## config.mk

```make
export PLATFORM = sky130hd
export DESIGN_NAME = line_driver_control
export DESIGN_NICKNAME = d
export VERILOG_FILES = /design/src/common/line_driver_pkg.sv /design/src/fault_guard.sv /design/src/line_driver_control.sv
export SDC_FILE = /design/constraint.sdc
export NUM_CORES = 1
export LEC_CHECK = 0
export BUFFER_PORTS_ARGS = -buffer_cell sky130_fd_sc_hd__buf_4
export CORE_ASPECT_RATIO = 1.4
export CORE_MARGIN = 2
export CORE_UTILIZATION = 50
export CTS_BUF_LIST = sky130_fd_sc_hd__clkbuf_8
export DETAILED_ROUTE_END_ITERATION = 7
export GPL_TIMING_DRIVEN = 0
export MAX_ROUTING_LAYER = met4
export PLACE_DENSITY = 0.66
export SYNTH_ARGS = -nofsm -noshare
export SYNTH_HDL_FRONTEND = slang
export SYNTH_HIERARCHICAL = 1
export SYNTH_SLANG_ARGS = --single-unit
```

## constraint.sdc

```tcl
create_clock -name CLK_SYS_IN -period 4.3 [get_ports CLK_SYS_IN]
set_input_delay 0 -clock CLK_SYS_IN [delete_from_list [all_inputs] [get_ports CLK_SYS_IN]]
set_output_delay 0 -clock CLK_SYS_IN [all_outputs]
set_load 0.005 [all_outputs]
```

## src/common/line_driver_pkg.sv

```systemverilog
`default_nettype none
package line_driver_pkg;
  // ==========================================================
  // Register offsets (bit 7 of the address byte selects read)
  localparam logic [6:0] ADDR_MAIN_CFG   = 7'h56;
  localparam logic [6:0] ADDR_MAIN_LIM   = 7'h57;
  localparam logic [6:0] ADDR_AUX_CFG    = 7'h58;
  localparam logic [6:0] ADDR_AUX_LIM    = 7'h59;
  localparam logic [6:0] ADDR_SRC_SEL    = 7'h5a;
  localparam logic [6:0] ADDR_LIMIT_DIS  = 7'h60;
  localparam logic [6:0] ADDR_FAULT_STAT = 7'h61;
  localparam logic [7:0] REG_RESET       = 8'h00;
  // ==========================================================
  // Field positions of the config registers (main and aux alike)
  localparam int CFG_SLEW_LO = 6;
  localparam int CFG_PD      = 5;
  localparam int CFG_PU      = 4;
  localparam int CFG_SINK    = 3;
  localparam int CFG_PP      = 2;
  localparam int CFG_INV     = 1;
  localparam int CFG_EN      = 0;
  // Field positions of the limit and retry registers
  localparam int LIM_LEVEL_LO = 6;
  localparam int LIM_BLANK_LO = 3;
  localparam int LIM_OFF_LO   = 1;
  localparam int LIM_RETRY    = 0;
  // Field positions of the source select register
  localparam int SRC_MAIN_LEVEL = 7;
  localparam int SRC_MAIN_EN    = 6;
  localparam int SRC_MAIN_SEL   = 5;
  localparam int SRC_AUX_LEVEL  = 4;
  localparam int SRC_AUX_SEL    = 3;
  localparam int SRC_TRACK      = 1;
  localparam int SRC_ANTIVAL    = 0;
  // Limit disable and fault status bits
  localparam int DIS_MAIN   = 1;
  localparam int DIS_AUX    = 0;
  localparam int STAT_MAIN  = 1;
  localparam int STAT_AUX   = 0;
  // ==========================================================
  // Timing: all guard timers count a 1 us tick
  localparam int CLK_PERIOD_NS = 10;
  localparam int TICK_NS       = 1000;
  localparam int TICK_CYCLES   = TICK_NS / CLK_PERIOD_NS;
  localparam int TIMER_W       = 19;
  localparam logic [18:0] BLANK_US_0 = 19'd128;
  localparam logic [18:0] BLANK_US_1 = 19'd500;
  localparam logic [18:0] BLANK_US_2 = 19'd1000;
  localparam logic [18:0] BLANK_US_3 = 19'd5000;
  localparam logic [18:0] OFF_US_0   = 19'd50000;
  localparam logic [18:0] OFF_US_1   = 19'd100000;
  localparam logic [18:0] OFF_US_2   = 19'd200000;
  localparam logic [18:0] OFF_US_3   = 19'd500000;
  localparam int SPI_BITS = 16;
  typedef enum logic [3:0] {
    G_IDLE  = 4'b0001,
    G_BLANK = 4'b0010,
    G_RETRY = 4'b0100,
    G_HELD  = 4'b1000
  } guard_state_t;
endpackage
`default_nettype wire

```

## src/fault_guard.sv

```systemverilog
`default_nettype none
module fault_guard (
  // Clock and reset
  input  wire logic       clk_in,
  input  wire logic       resetn_in,
  input  wire logic       tick_in,
  // Driver side
  input  wire logic       active_in,
  input  wire logic       overcurrent_in,
  input  wire logic [1:0] blank_sel_in,
  input  wire logic       retry_on_in,
  input  wire logic [1:0] retry_sel_in,
  input  wire logic       rearm_in,
  // Results
  output logic            drive_ok_out,
  output logic            fault_out
);
  line_driver_pkg::guard_state_t state_q;
  logic [18:0] count_q;

  function automatic logic [18:0] blank_limit(input logic [1:0] s);
    unique case (s)
      2'b00: blank_limit = line_driver_pkg::BLANK_US_0;
      2'b01: blank_limit = line_driver_pkg::BLANK_US_1;
      2'b10: blank_limit = line_driver_pkg::BLANK_US_2;
      2'b11: blank_limit = line_driver_pkg::BLANK_US_3;
    endcase
  endfunction

  function automatic logic [18:0] off_limit(input logic [1:0] s);
    unique case (s)
      2'b00: off_limit = line_driver_pkg::OFF_US_0;
      2'b01: off_limit = line_driver_pkg::OFF_US_1;
      2'b10: off_limit = line_driver_pkg::OFF_US_2;
      2'b11: off_limit = line_driver_pkg::OFF_US_3;
    endcase
  endfunction

  // ==========================================================
  // Blanking, off time and latch-off
  always_ff @(posedge clk_in) begin
    if (!resetn_in) begin
      state_q <= line_driver_pkg::G_IDLE;
      count_q <= '0;
      fault_out <= 1'b0;
    end else begin
      fault_out <= 1'b0;
      unique case (state_q)
        line_driver_pkg::G_IDLE: begin
          count_q <= '0;
          if (active_in && overcurrent_in) begin
            state_q <= line_driver_pkg::G_BLANK;
          end
        end
        line_driver_pkg::G_BLANK: begin
          // Any drop of the indication restarts the blanking
          if (!overcurrent_in || !active_in) begin // [RL21]
            state_q <= line_driver_pkg::G_IDLE;
            count_q <= '0;
          end else if (count_q >= blank_limit(blank_sel_in)) begin // [RL8] [RL13]
            fault_out <= 1'b1;
            count_q <= '0;
            state_q <= retry_on_in ? line_driver_pkg::G_RETRY : line_driver_pkg::G_HELD;
          end else if (tick_in) begin
            count_q <= count_q + 19'd1;
          end
        end
        line_driver_pkg::G_RETRY: begin
          if (count_q >= off_limit(retry_sel_in)) begin // [RL9] [RL14]
            state_q <= line_driver_pkg::G_IDLE;
            count_q <= '0;
          end else if (tick_in) begin // [RL21]
            count_q <= count_q + 19'd1;
          end
        end
        line_driver_pkg::G_HELD: begin
          if (rearm_in) begin // [RL22]
            state_q <= line_driver_pkg::G_IDLE;
          end
        end
      endcase
    end
  end

  assign drive_ok_out = (state_q == line_driver_pkg::G_IDLE) || (state_q == line_driver_pkg::G_BLANK);
endmodule // fault_guard
`default_nettype wire

```

## src/line_driver_control.sv

```systemverilog
// Function
// [RL1] Aux slew code, ignored under limit disable
// [RL2] Main slew code, ignored under limit disable
// [RL3] Main weak pull-down bit 5, pull-up bit 4
// [RL4] Main push-pull, else sink; link forces push-pull
// [RL5] Main line inverts pins unless invert set
// [RL6] Main driver on only with enable bit
// [RL7] Main limit level code when limit enabled
// [RL8] Main overcurrent past blanking: fault, interrupt
// [RL9] Main auto-retry re-enables after off time
// [RL10] Aux push-pull, sink mode, weak pulls
// [RL11] Aux line inverts input pin unless invert
// [RL12] Aux driver on only with enable bit
// [RL13] Aux overcurrent past blanking: fault, interrupt
// [RL14] Aux auto-retry re-enables after off time
// [RL15] Main source: pins or register bits
// [RL16] Main soft level and soft enable
// [RL17] Aux source: pin or soft level
// [RL18] Tracking makes aux follow main source
// [RL19] Antivalent sets aux polarity under tracking
// [RL20] Host sets tracking with antivalent
// [RL21] Blanking restarts; timers use common tick
// [RL22] Held fault until enable rewrite; sticky status
`default_nettype none
module line_driver_control #(
  parameter int TICK_CYCLES = line_driver_pkg::TICK_CYCLES
) (
  // Clock and reset
  input  wire logic       CLK_SYS_IN,
  input  wire logic       RESETN_IN,
  // Serial host port
  input  wire logic       SPI_CS_N_IN,
  input  wire logic       SPI_SCLK_IN,
  input  wire logic       SPI_SDI_IN,
  output logic            SPI_SDO_OUT,
  output logic            SPI_SDO_OE_OUT,
  // Driver pins and status
  input  wire logic       DRIVER_ENABLE_PIN_IN,
  input  wire logic       TX_DATA_IN,
  input  wire logic       AUX_DRIVE_INPUT_PIN_IN,
  input  wire logic       LINK_MODE_IN,
  input  wire logic       MAIN_OVERCURRENT_IN,
  input  wire logic       AUX_OVERCURRENT_IN,
  // Main driver stage
  output logic            MAIN_DRIVE_EN_OUT,
  output logic            MAIN_LEVEL_OUT,
  output logic            MAIN_PUSH_PULL_OUT,
  output logic            MAIN_SINK_MODE_OUT,
  output logic [1:0]      MAIN_SLEW_OUT,
  output logic [1:0]      MAIN_LIMIT_LEVEL_OUT,
  output logic            MAIN_LIMIT_ON_OUT,
  output logic            MAIN_PULLUP_OUT,
  output logic            MAIN_PULLDOWN_OUT,
  // Aux driver stage
  output logic            AUX_DRIVE_EN_OUT,
  output logic            AUX_LEVEL_OUT,
  output logic            AUX_PUSH_PULL_OUT,
  output logic            AUX_SINK_MODE_OUT,
  output logic [1:0]      AUX_SLEW_OUT,
  output logic [1:0]      AUX_LIMIT_LEVEL_OUT,
  output logic            AUX_LIMIT_ON_OUT,
  output logic            AUX_PULLUP_OUT,
  output logic            AUX_PULLDOWN_OUT,
  // Interrupt
  output logic            IRQ_N_OUT
);
  // ==========================================================
  // Registers
  logic [7:0] main_cfg_q;
  logic [7:0] main_lim_q;
  logic [7:0] aux_cfg_q;
  logic [7:0] aux_lim_q;
  logic [7:0] src_sel_q;
  logic [1:0] limit_dis_q;
  logic [1:0] fault_stat_q;

  // Serial port state
  logic       sclk_prev_q;
  logic [4:0] bit_cnt_q;
  logic [7:0] shift_in_q;
  logic [6:0] addr_q;
  logic       rd_q;
  logic       load_q;
  logic [7:0] shift_out_q;
  logic       wr_q;
  logic [6:0] wr_addr_q;
  logic [7:0] wr_data_q;

  logic       sclk_rise;
  logic       sclk_fall;
  assign sclk_rise = SPI_SCLK_IN && !sclk_prev_q;
  assign sclk_fall = !SPI_SCLK_IN && sclk_prev_q;

  function automatic logic [7:0] read_mux(input logic [6:0] a, input logic [7:0] mc, input logic [7:0] ml,
                                          input logic [7:0] ac, input logic [7:0] al, input logic [7:0] ss,
                                          input logic [1:0] ld, input logic [1:0] fs);
    unique case (a)
      line_driver_pkg::ADDR_MAIN_CFG:   read_mux = mc;
      line_driver_pkg::ADDR_MAIN_LIM:   read_mux = ml;
      line_driver_pkg::ADDR_AUX_CFG:    read_mux = ac;
      line_driver_pkg::ADDR_AUX_LIM:    read_mux = al;
      line_driver_pkg::ADDR_SRC_SEL:    read_mux = ss;
      line_driver_pkg::ADDR_LIMIT_DIS:  read_mux = {6'h00, ld};
      line_driver_pkg::ADDR_FAULT_STAT: read_mux = {6'h00, fs};
      default:                          read_mux = 8'h00;
    endcase
  endfunction

  // ==========================================================
  // Serial frame: address byte (bit 7 = read), then data byte
  always_ff @(posedge CLK_SYS_IN) begin
    if (!RESETN_IN) begin
      sclk_prev_q <= 1'b0;
      bit_cnt_q   <= 5'h00;
      shift_in_q  <= 8'h00;
      addr_q      <= 7'h00;
      rd_q        <= 1'b0;
      load_q      <= 1'b0;
      wr_q        <= 1'b0;
      wr_addr_q   <= 7'h00;
      wr_data_q   <= 8'h00;
    end else begin
      sclk_prev_q <= SPI_SCLK_IN;
      load_q      <= 1'b0;
      wr_q        <= 1'b0;
      if (SPI_CS_N_IN) begin
        bit_cnt_q <= 5'h00;
        rd_q      <= 1'b0;
      end else if (sclk_rise && bit_cnt_q < 5'(line_driver_pkg::SPI_BITS)) begin
        shift_in_q <= {shift_in_q[6:0], SPI_SDI_IN};
        bit_cnt_q  <= bit_cnt_q + 5'h01;
        if (bit_cnt_q == 5'h07) begin
          addr_q <= {shift_in_q[5:0], SPI_SDI_IN};
          rd_q   <= shift_in_q[6];
          load_q <= shift_in_q[6];
        end
        if (bit_cnt_q == 5'h0f && !rd_q) begin
          wr_q      <= 1'b1;
          wr_addr_q <= addr_q;
          wr_data_q <= {shift_in_q[6:0], SPI_SDI_IN};
        end
      end
    end
  end

  // Read data shifts out on falling edges, needs a half period of two clocks
  always_ff @(posedge CLK_SYS_IN) begin
    if (!RESETN_IN) begin
      shift_out_q    <= 8'h00;
      SPI_SDO_OUT    <= 1'b0;
      SPI_SDO_OE_OUT <= 1'b0;
    end else begin
      SPI_SDO_OE_OUT <= !SPI_CS_N_IN && rd_q;
      if (load_q) begin
        shift_out_q <= read_mux(addr_q, main_cfg_q, main_lim_q, aux_cfg_q, aux_lim_q, src_sel_q,
                                limit_dis_q, fault_stat_q);
      end else if (sclk_fall && rd_q && !SPI_CS_N_IN) begin
        SPI_SDO_OUT <= shift_out_q[7];
        shift_out_q <= {shift_out_q[6:0], 1'b0};
      end
    end
  end

  // ==========================================================
  // Register file
  logic main_rearm;
  logic aux_rearm;
  assign main_rearm = wr_q && wr_addr_q == line_driver_pkg::ADDR_MAIN_CFG;
  assign aux_rearm  = wr_q && wr_addr_q == line_driver_pkg::ADDR_AUX_CFG;

  always_ff @(posedge CLK_SYS_IN) begin
    if (!RESETN_IN) begin
      main_cfg_q  <= line_driver_pkg::REG_RESET;
      main_lim_q  <= line_driver_pkg::REG_RESET;
      aux_cfg_q   <= line_driver_pkg::REG_RESET;
      aux_lim_q   <= line_driver_pkg::REG_RESET;
      src_sel_q   <= line_driver_pkg::REG_RESET;
      limit_dis_q <= 2'b00;
    end else if (wr_q) begin
      unique case (wr_addr_q)
        line_driver_pkg::ADDR_MAIN_CFG:  main_cfg_q  <= wr_data_q;
        line_driver_pkg::ADDR_MAIN_LIM:  main_lim_q  <= wr_data_q & 8'hdf;
        line_driver_pkg::ADDR_AUX_CFG:   aux_cfg_q   <= wr_data_q;
        line_driver_pkg::ADDR_AUX_LIM:   aux_lim_q   <= wr_data_q & 8'hdf;
        line_driver_pkg::ADDR_SRC_SEL:   src_sel_q   <= wr_data_q & 8'hfb;
        line_driver_pkg::ADDR_LIMIT_DIS: limit_dis_q <= wr_data_q[1:0];
        default: ;
      endcase
    end
  end

  // ==========================================================
  // Fault timers share one tick so both lines see the same time base
  logic [7:0] tick_cnt_q;
  logic       tick_q;
  always_ff @(posedge CLK_SYS_IN) begin
    if (!RESETN_IN) begin
      tick_cnt_q <= 8'h00;
      tick_q     <= 1'b0;
    end else if (tick_cnt_q >= 8'(TICK_CYCLES - 1)) begin // [RL21]
      tick_cnt_q <= 8'h00;
      tick_q     <= 1'b1;
    end else begin
      tick_cnt_q <= tick_cnt_q + 8'h01;
      tick_q     <= 1'b0;
    end
  end

  logic main_ok;
  logic aux_ok;
  logic main_fault;
  logic aux_fault;

  fault_guard u_main_guard (
    .clk_in         (CLK_SYS_IN),
    .resetn_in      (RESETN_IN),
    .tick_in        (tick_q),
    .active_in      (MAIN_DRIVE_EN_OUT),
    .overcurrent_in (MAIN_OVERCURRENT_IN),
    .blank_sel_in   (main_lim_q[line_driver_pkg::LIM_BLANK_LO +: 2]),
    .retry_on_in    (main_lim_q[line_driver_pkg::LIM_RETRY]),
    .retry_sel_in   (main_lim_q[line_driver_pkg::LIM_OFF_LO +: 2]),
    .rearm_in       (main_rearm),
    .drive_ok_out   (main_ok),
    .fault_out      (main_fault)
  );

  fault_guard u_aux_guard (
    .clk_in         (CLK_SYS_IN),
    .resetn_in      (RESETN_IN),
    .tick_in        (tick_q),
    .active_in      (AUX_DRIVE_EN_OUT),
    .overcurrent_in (AUX_OVERCURRENT_IN),
    .blank_sel_in   (aux_lim_q[line_driver_pkg::LIM_BLANK_LO +: 2]),
    .retry_on_in    (aux_lim_q[line_driver_pkg::LIM_RETRY]),
    .retry_sel_in   (aux_lim_q[line_driver_pkg::LIM_OFF_LO +: 2]),
    .rearm_in       (aux_rearm),
    .drive_ok_out   (aux_ok),
    .fault_out      (aux_fault)
  );

  // Sticky fault status, write one to clear; a new fault wins the clear
  logic [1:0] stat_clr;
  assign stat_clr = (wr_q && wr_addr_q == line_driver_pkg::ADDR_FAULT_STAT) ? wr_data_q[1:0] : 2'b00;
  always_ff @(posedge CLK_SYS_IN) begin
    if (!RESETN_IN) begin
      fault_stat_q <= 2'b00;
      IRQ_N_OUT    <= 1'b1;
    end else begin
      fault_stat_q <= (fault_stat_q & ~stat_clr) | {main_fault, aux_fault}; // [RL22]
      IRQ_N_OUT    <= !(|fault_stat_q); // [RL8] [RL13]
    end
  end

  // ==========================================================
  // Line steering
  logic main_src;
  logic main_en_d;
  logic aux_src;
  logic aux_high_d;
  always_comb begin
    main_src  = src_sel_q[line_driver_pkg::SRC_MAIN_SEL] ? src_sel_q[line_driver_pkg::SRC_MAIN_LEVEL]
                                                          : TX_DATA_IN; // [RL15] [RL16]
    main_en_d = main_cfg_q[line_driver_pkg::CFG_EN] && main_ok &&
                (src_sel_q[line_driver_pkg::SRC_MAIN_SEL] ? src_sel_q[line_driver_pkg::SRC_MAIN_EN]
                                                          : DRIVER_ENABLE_PIN_IN); // [RL6] [RL15] [RL16]
    aux_src   = src_sel_q[line_driver_pkg::SRC_AUX_SEL] ? src_sel_q[line_driver_pkg::SRC_AUX_LEVEL]
                                                         : AUX_DRIVE_INPUT_PIN_IN; // [RL17]
    // Tracking follows the main source; antivalent alone has no effect
    if (src_sel_q[line_driver_pkg::SRC_TRACK]) begin // [RL18]
      aux_high_d = src_sel_q[line_driver_pkg::SRC_ANTIVAL] ? main_src : !main_src; // [RL19]
    end else begin
      aux_high_d = aux_src ^ !aux_cfg_q[line_driver_pkg::CFG_INV]; // [RL11] [RL17]
    end
  end

  always_ff @(posedge CLK_SYS_IN) begin
    if (!RESETN_IN) begin
      MAIN_DRIVE_EN_OUT  <= 1'b0;
      MAIN_LEVEL_OUT     <= 1'b0;
      MAIN_PUSH_PULL_OUT <= 1'b0;
      MAIN_SINK_MODE_OUT <= 1'b0;
      MAIN_PULLUP_OUT    <= 1'b0;
      MAIN_PULLDOWN_OUT  <= 1'b0;
    end else begin
      MAIN_DRIVE_EN_OUT  <= main_en_d; // [RL6] [RL8] [RL9]
      MAIN_LEVEL_OUT     <= main_src ^ !main_cfg_q[line_driver_pkg::CFG_INV]; // [RL5] [RL16]
      MAIN_PUSH_PULL_OUT <= LINK_MODE_IN || main_cfg_q[line_driver_pkg::CFG_PP]; // [RL4]
      MAIN_SINK_MODE_OUT <= !LINK_MODE_IN && !main_cfg_q[line_driver_pkg::CFG_PP] &&
                            main_cfg_q[line_driver_pkg::CFG_SINK]; // [RL4]
      MAIN_PULLUP_OUT    <= main_cfg_q[line_driver_pkg::CFG_PU]; // [RL3]
      MAIN_PULLDOWN_OUT  <= main_cfg_q[line_driver_pkg::CFG_PD]; // [RL3]
    end
  end

  always_ff @(posedge CLK_SYS_IN) begin
    if (!RESETN_IN) begin
      AUX_DRIVE_EN_OUT  <= 1'b0;
      AUX_LEVEL_OUT     <= 1'b0;
      AUX_PUSH_PULL_OUT <= 1'b0;
      AUX_SINK_MODE_OUT <= 1'b0;
      AUX_PULLUP_OUT    <= 1'b0;
      AUX_PULLDOWN_OUT  <= 1'b0;
    end else begin
      AUX_DRIVE_EN_OUT  <= aux_cfg_q[line_driver_pkg::CFG_EN] && aux_ok; // [RL12] [RL13] [RL14]
      AUX_LEVEL_OUT     <= aux_high_d;
      AUX_PUSH_PULL_OUT <= aux_cfg_q[line_driver_pkg::CFG_PP]; // [RL10]
      AUX_SINK_MODE_OUT <= !aux_cfg_q[line_driver_pkg::CFG_PP] && aux_cfg_q[line_driver_pkg::CFG_SINK]; // [RL10]
      AUX_PULLUP_OUT    <= aux_cfg_q[line_driver_pkg::CFG_PU]; // [RL10]
      AUX_PULLDOWN_OUT  <= aux_cfg_q[line_driver_pkg::CFG_PD]; // [RL10]
    end
  end

  // Slew outputs drive 00 while the limit is disabled; register reads keep the written code
  always_ff @(posedge CLK_SYS_IN) begin
    if (!RESETN_IN) begin
      MAIN_SLEW_OUT        <= 2'b00;
      MAIN_LIMIT_LEVEL_OUT <= 2'b00;
      MAIN_LIMIT_ON_OUT    <= 1'b0;
      AUX_SLEW_OUT         <= 2'b00;
      AUX_LIMIT_LEVEL_OUT  <= 2'b00;
      AUX_LIMIT_ON_OUT     <= 1'b0;
    end else begin
      MAIN_SLEW_OUT        <= limit_dis_q[line_driver_pkg::DIS_MAIN] ? 2'b00
                              : main_cfg_q[line_driver_pkg::CFG_SLEW_LO +: 2]; // [RL2]
      MAIN_LIMIT_LEVEL_OUT <= main_lim_q[line_driver_pkg::LIM_LEVEL_LO +: 2]; // [RL7]
      MAIN_LIMIT_ON_OUT    <= !limit_dis_q[line_driver_pkg::DIS_MAIN]; // [RL7]
      AUX_SLEW_OUT         <= limit_dis_q[line_driver_pkg::DIS_AUX] ? 2'b00
                              : aux_cfg_q[line_driver_pkg::CFG_SLEW_LO +: 2]; // [RL1]
      AUX_LIMIT_LEVEL_OUT  <= aux_lim_q[line_driver_pkg::LIM_LEVEL_LO +: 2];
      AUX_LIMIT_ON_OUT     <= !limit_dis_q[line_driver_pkg::DIS_AUX];
    end
  end
endmodule // line_driver_control
`default_nettype wire

```

==> run_results.csv <==
group,metric,value,unit
status,status,"complete, no violations",
sta,final.setup.worst_slack,0.7664,ns
power,power.leakage,3.927,nW
critical_path,cp-start-kind,"flop",
synth,synth_area,9004,sq um
critical_path,cp_num_buf_inv,3,
grt,grt_usage,25.93,%
power,pwr-share-seq,54.6,%
critical_path,slowest_stage,"dfxtp_1",
detailed_routing,dr.pass1.iters,5,
layout,nFillCells,1662,
critical_path,reg2reg_to,"u_aux_guard/count_q[0]$_SDFFE_PN0P_",
critical_path,crit_cells,12,
critical_path,cp_top_family,"compound AO/OA/AOI/OAI gates",
grt,grt_pass1_wl,38.38,mm
critical_path,path_cells,"inv_1 -> ha_1 -> inv_1 -> o21ai_0 -> ha_1 -> and4b_1 -> nand4_1 -> a311oi_1 -> o31a_1 -> clkbuf_1 -> a21oi_1 -> a221o_1",
power,p_switching,0.0007691,W
clocking,clkTransAtPathRegs,0.09,ns
die,initial_core_util,50.64,%
clocking,cts_tree,"yes",
critical_path,r2r-start,"aux_lim_q[2]$_SDFFE_PN0P_",
synth,synth_flop_cell,"dfxtp_1",
synth,syn_nets,1092,
layout,regArea,3383,sq um
die,core_area,17780,sq um
die,die_y,162.8,um
sta,setup_tns,0,ns
clocking,cts_sinks,169,
sta,layout_min_cycle_time,3.534,ns
die,rows,58,
sta,finalClockSkew,0.01429,ns
synth,ys_ff_latch,169,
power,comb_power_share,5.5,%
detailed_routing,routedWlPerCell,17.47,um
clocking,cts_setup_buffers,0,
critical_path,crit_type,"reg -> reg",
grt,gr-usage-met1,29.69,%
grt,antenna_found_initial,0,
synth,yosys_warnings,6,
placed_design,port_buffers,34,
critical_path,cp_max_fo,10,
grt,grt_use_met2,46.07,%
layout,n_antenna_cell,0,
die,io_pins,36,
detailed_routing,drtAntennaViolNets,0,
grt,grt_max_degree,18,
power,p_total,0.002894,W
synth,async_flop_share,0,%
synth,syn_area_per_cell,8.897,sq um
critical_path,crit_end,"u_aux_guard/count_q[0]$_SDFFE_PN0P_",
critical_path,endpoint_kind,"flop",
grt,use_met3,3.852,%
run,drv_cap,0,
clocking,postCtsResizedCells,0,
layout,drive_gt1_share,11.79,%
layout,num-nets-final,1153,
sta,rsz0062_at_grt,"no",
synth,synth_cells,1012,
clocking,numCtsBuffers,17,
grt,grt_busiest_layer,"met2",
hold_path,hold_class,"in -> reg",
die,die-area,19110,sq um
synth,synth_edf_count,0,
detailed_routing,drt_iter0_drc,475,
sta,finalCritPeriodShare,82.18,%
synth,yosysSeqAreaShare,37.58,%
hold_path,hold_depth,4,
power,switching_share,26.57,%
power,p_clk_share,39.9,%
sta,drv_slew,0,
detailed_routing,post_drt_via_cell_ratio,5.702,
detailed_routing,num_vias,7561,
clocking,clockRootBuffer,"clkbuf_8",
grt,grt-ovfl-total,0,
critical_path,critPathArrivalTime,3.89,ns
sta,fmax,283.0,MHz
die,fp.dieW,117.4,um
critical_path,startpoint,"aux_lim_q[2]$_SDFFE_PN0P_",
power,p_int,0.002125,W
synth,synth_cell_types,86,
sta,setup_viol,0,
grt,first_global_vias,7455,
placed_design,dp_hpwl,17.03,mm
placed_design,gp_congestion,0.9184,
power,ir_drop,0.1647,mV
detailed_routing,routed_wl,23.17,mm
placed_design,post-place-ws,0.7450,ns
layout,multi_input_area,5170,sq um
clocking,htree_num_levels,4,
placed_design,dp.cells,1286,
sta,worstMarginPinSlew,1.095,ns
sta,relSlewSlack,26.54,%
clocking,cts_buffer_depth,2,
critical_path,r2r_cells,12,
detailed_routing,drc,0,
clocking,hold_buffers,8,
sta,finalHoldViolations,0,
power,power_density,288.4,nW/um^2
critical_path,critPathMaxStageDelay,0.55,ns
layout,synthToLayoutAreaGrowth,11.46,%
critical_path,rrSetupSlack,0.77,ns
clocking,worstSkewPairLatency,0.47,ns
critical_path,worstPathRequired,4.65,ns
layout,layout.cells.non_filler,1326,
## registers in the layout, indices dropped and copies added, names as in the netlist, 4 cells and up
name                  cells
main_cfg_q                8
addr_q                    7
main_lim_q                7
wr_addr_q                 7
aux_lim_q                 7
u_aux_guard/state_q       4
shift_out_q               8
u_aux_guard/count_q      19
tick_cnt_q                8
src_sel_q                 7
u_main_guard/count_q     19
bit_cnt_q                 5
aux_cfg_q                 8
u_main_guard/state_q      4
wr_data_q                 8
shift_in_q                7
## cell families (layout without fill, tap and decap cells)
group                    count (synthesis)  after routing  share of synthesized area (%)
AND/OR/NAND/NOR                        382            382                          22.07
buffers and inverters                  103            177                          5.003
XOR/XNOR                                21             21                          2.043
multiplexers                            88             88                          9.881
adder cells (fa/ha/maj)                 69             69                          9.589
AO/OA/AOI/OAI                          179            179                          13.80
flip-flops                             169            169                          37.58
other                                    1              1                        0.04165
## layout by cell type, fill, tap and decap left out, types with 18 or more instances in the layout
cell type	n
a21oi_1	48
buf_4	37
clkbuf_1	27
clkbuf_8	18
dfxtp_1	169
ha_1	69
inv_1	47
mux2i_1	81
nand2_1	78
nand3_1	45
nand4_1	21
nor2_1	120
o21ai_0	23
## power by group through the flow
stage / Clock (W) / Combinational, W / Sequential, W
final: 0.00116 / 0.000158 / 0.00158
after global routing: 0.00124 / 0.000174 / 0.00158
after CTS: 0.00117 / 0.000157 / 0.00158
after detailed placement: 0 / 0.000151 / 0.00162
after global placement: 0 / 0.000150 / 0.00162
after floorplan: 0 / 0.000101 / 0.00162
## synth_stat cells, types with 9 or more instances
cell	number	share of area [%]
dfxtp_1	169	38
nor2_1	120	5.0
mux2i_1	81	9.0
nand2_1	78	3.3
ha_1	69	9.6
a21oi_1	48	2.7
inv_1	47	2.0
nand3_1	45	2.5
clkbuf_1	27	1.1
o21ai_0	23	1.3
nand4_1	21	1.5
and2_1	16	1.1
and3_1	14	0.97
a211o_1	12	1.2
a31oi_1	12	0.83
buf_2	12	0.67
nor3_1	12	0.67
xnor2_1	12	1.2
nand2b_1	11	0.76
o21ai_1	9	0.50
o22ai_1	9	0.63
xor2_1	9	0.88
## through the flow
step,cell area [sq um],util (%),hold WS (ns)
floorplan,9004,-,0.1221
CTS,10040,56.45,0.03018
global route,10040,56.45,0.06877
detailed placement,9559,53.76,0.2504
global placement,9559,53.76,0.2278
finish,10040,56.45,0.05207
## tightest hold or removal path: cells and delay by family
kind / cells / cell delay, ns
AND/OR/NAND/NOR: 3 / 0.36
buffers and inverters: 1 / 0.11
## worst min path at each step
stage	slack, ns	start	endpoint
finish	0.05	MAIN_OVERCURRENT_IN	u_main_guard/fault_out$_SDFF_PP0_
global route	0.07	SPI_CS_N_IN	load_q$_SDFF_PP0_
CTS	0.03	MAIN_OVERCURRENT_IN	u_main_guard/fault_out$_SDFF_PP0_
detailed placement	0.25	LINK_MODE_IN	MAIN_PUSH_PULL_OUT$_SDFF_PN0_
global placement	0.23	LINK_MODE_IN	MAIN_PUSH_PULL_OUT$_SDFF_PN0_
floorplan	0.12	LINK_MODE_IN	MAIN_PUSH_PULL_OUT$_SDFF_PN0_
## layer usage
layer	up-vias	routed length, um
li1	3750	-
met2	181	12030
met1	3583	9604
met3	47	889
met4	0	643
met5	-	0
## area by class of cell
cell class	instances	share of cell area, %
sequential	169	33.71
inverter	52	2.020
buffer	51	2.469
tap	240	2.992
timing repair buffer	42	3.341
clock inverter	14	1.484
clock buffer	18	2.469
multi-input combinational	740	51.51
Note: power is estimated with default switching activity, not from simulation.
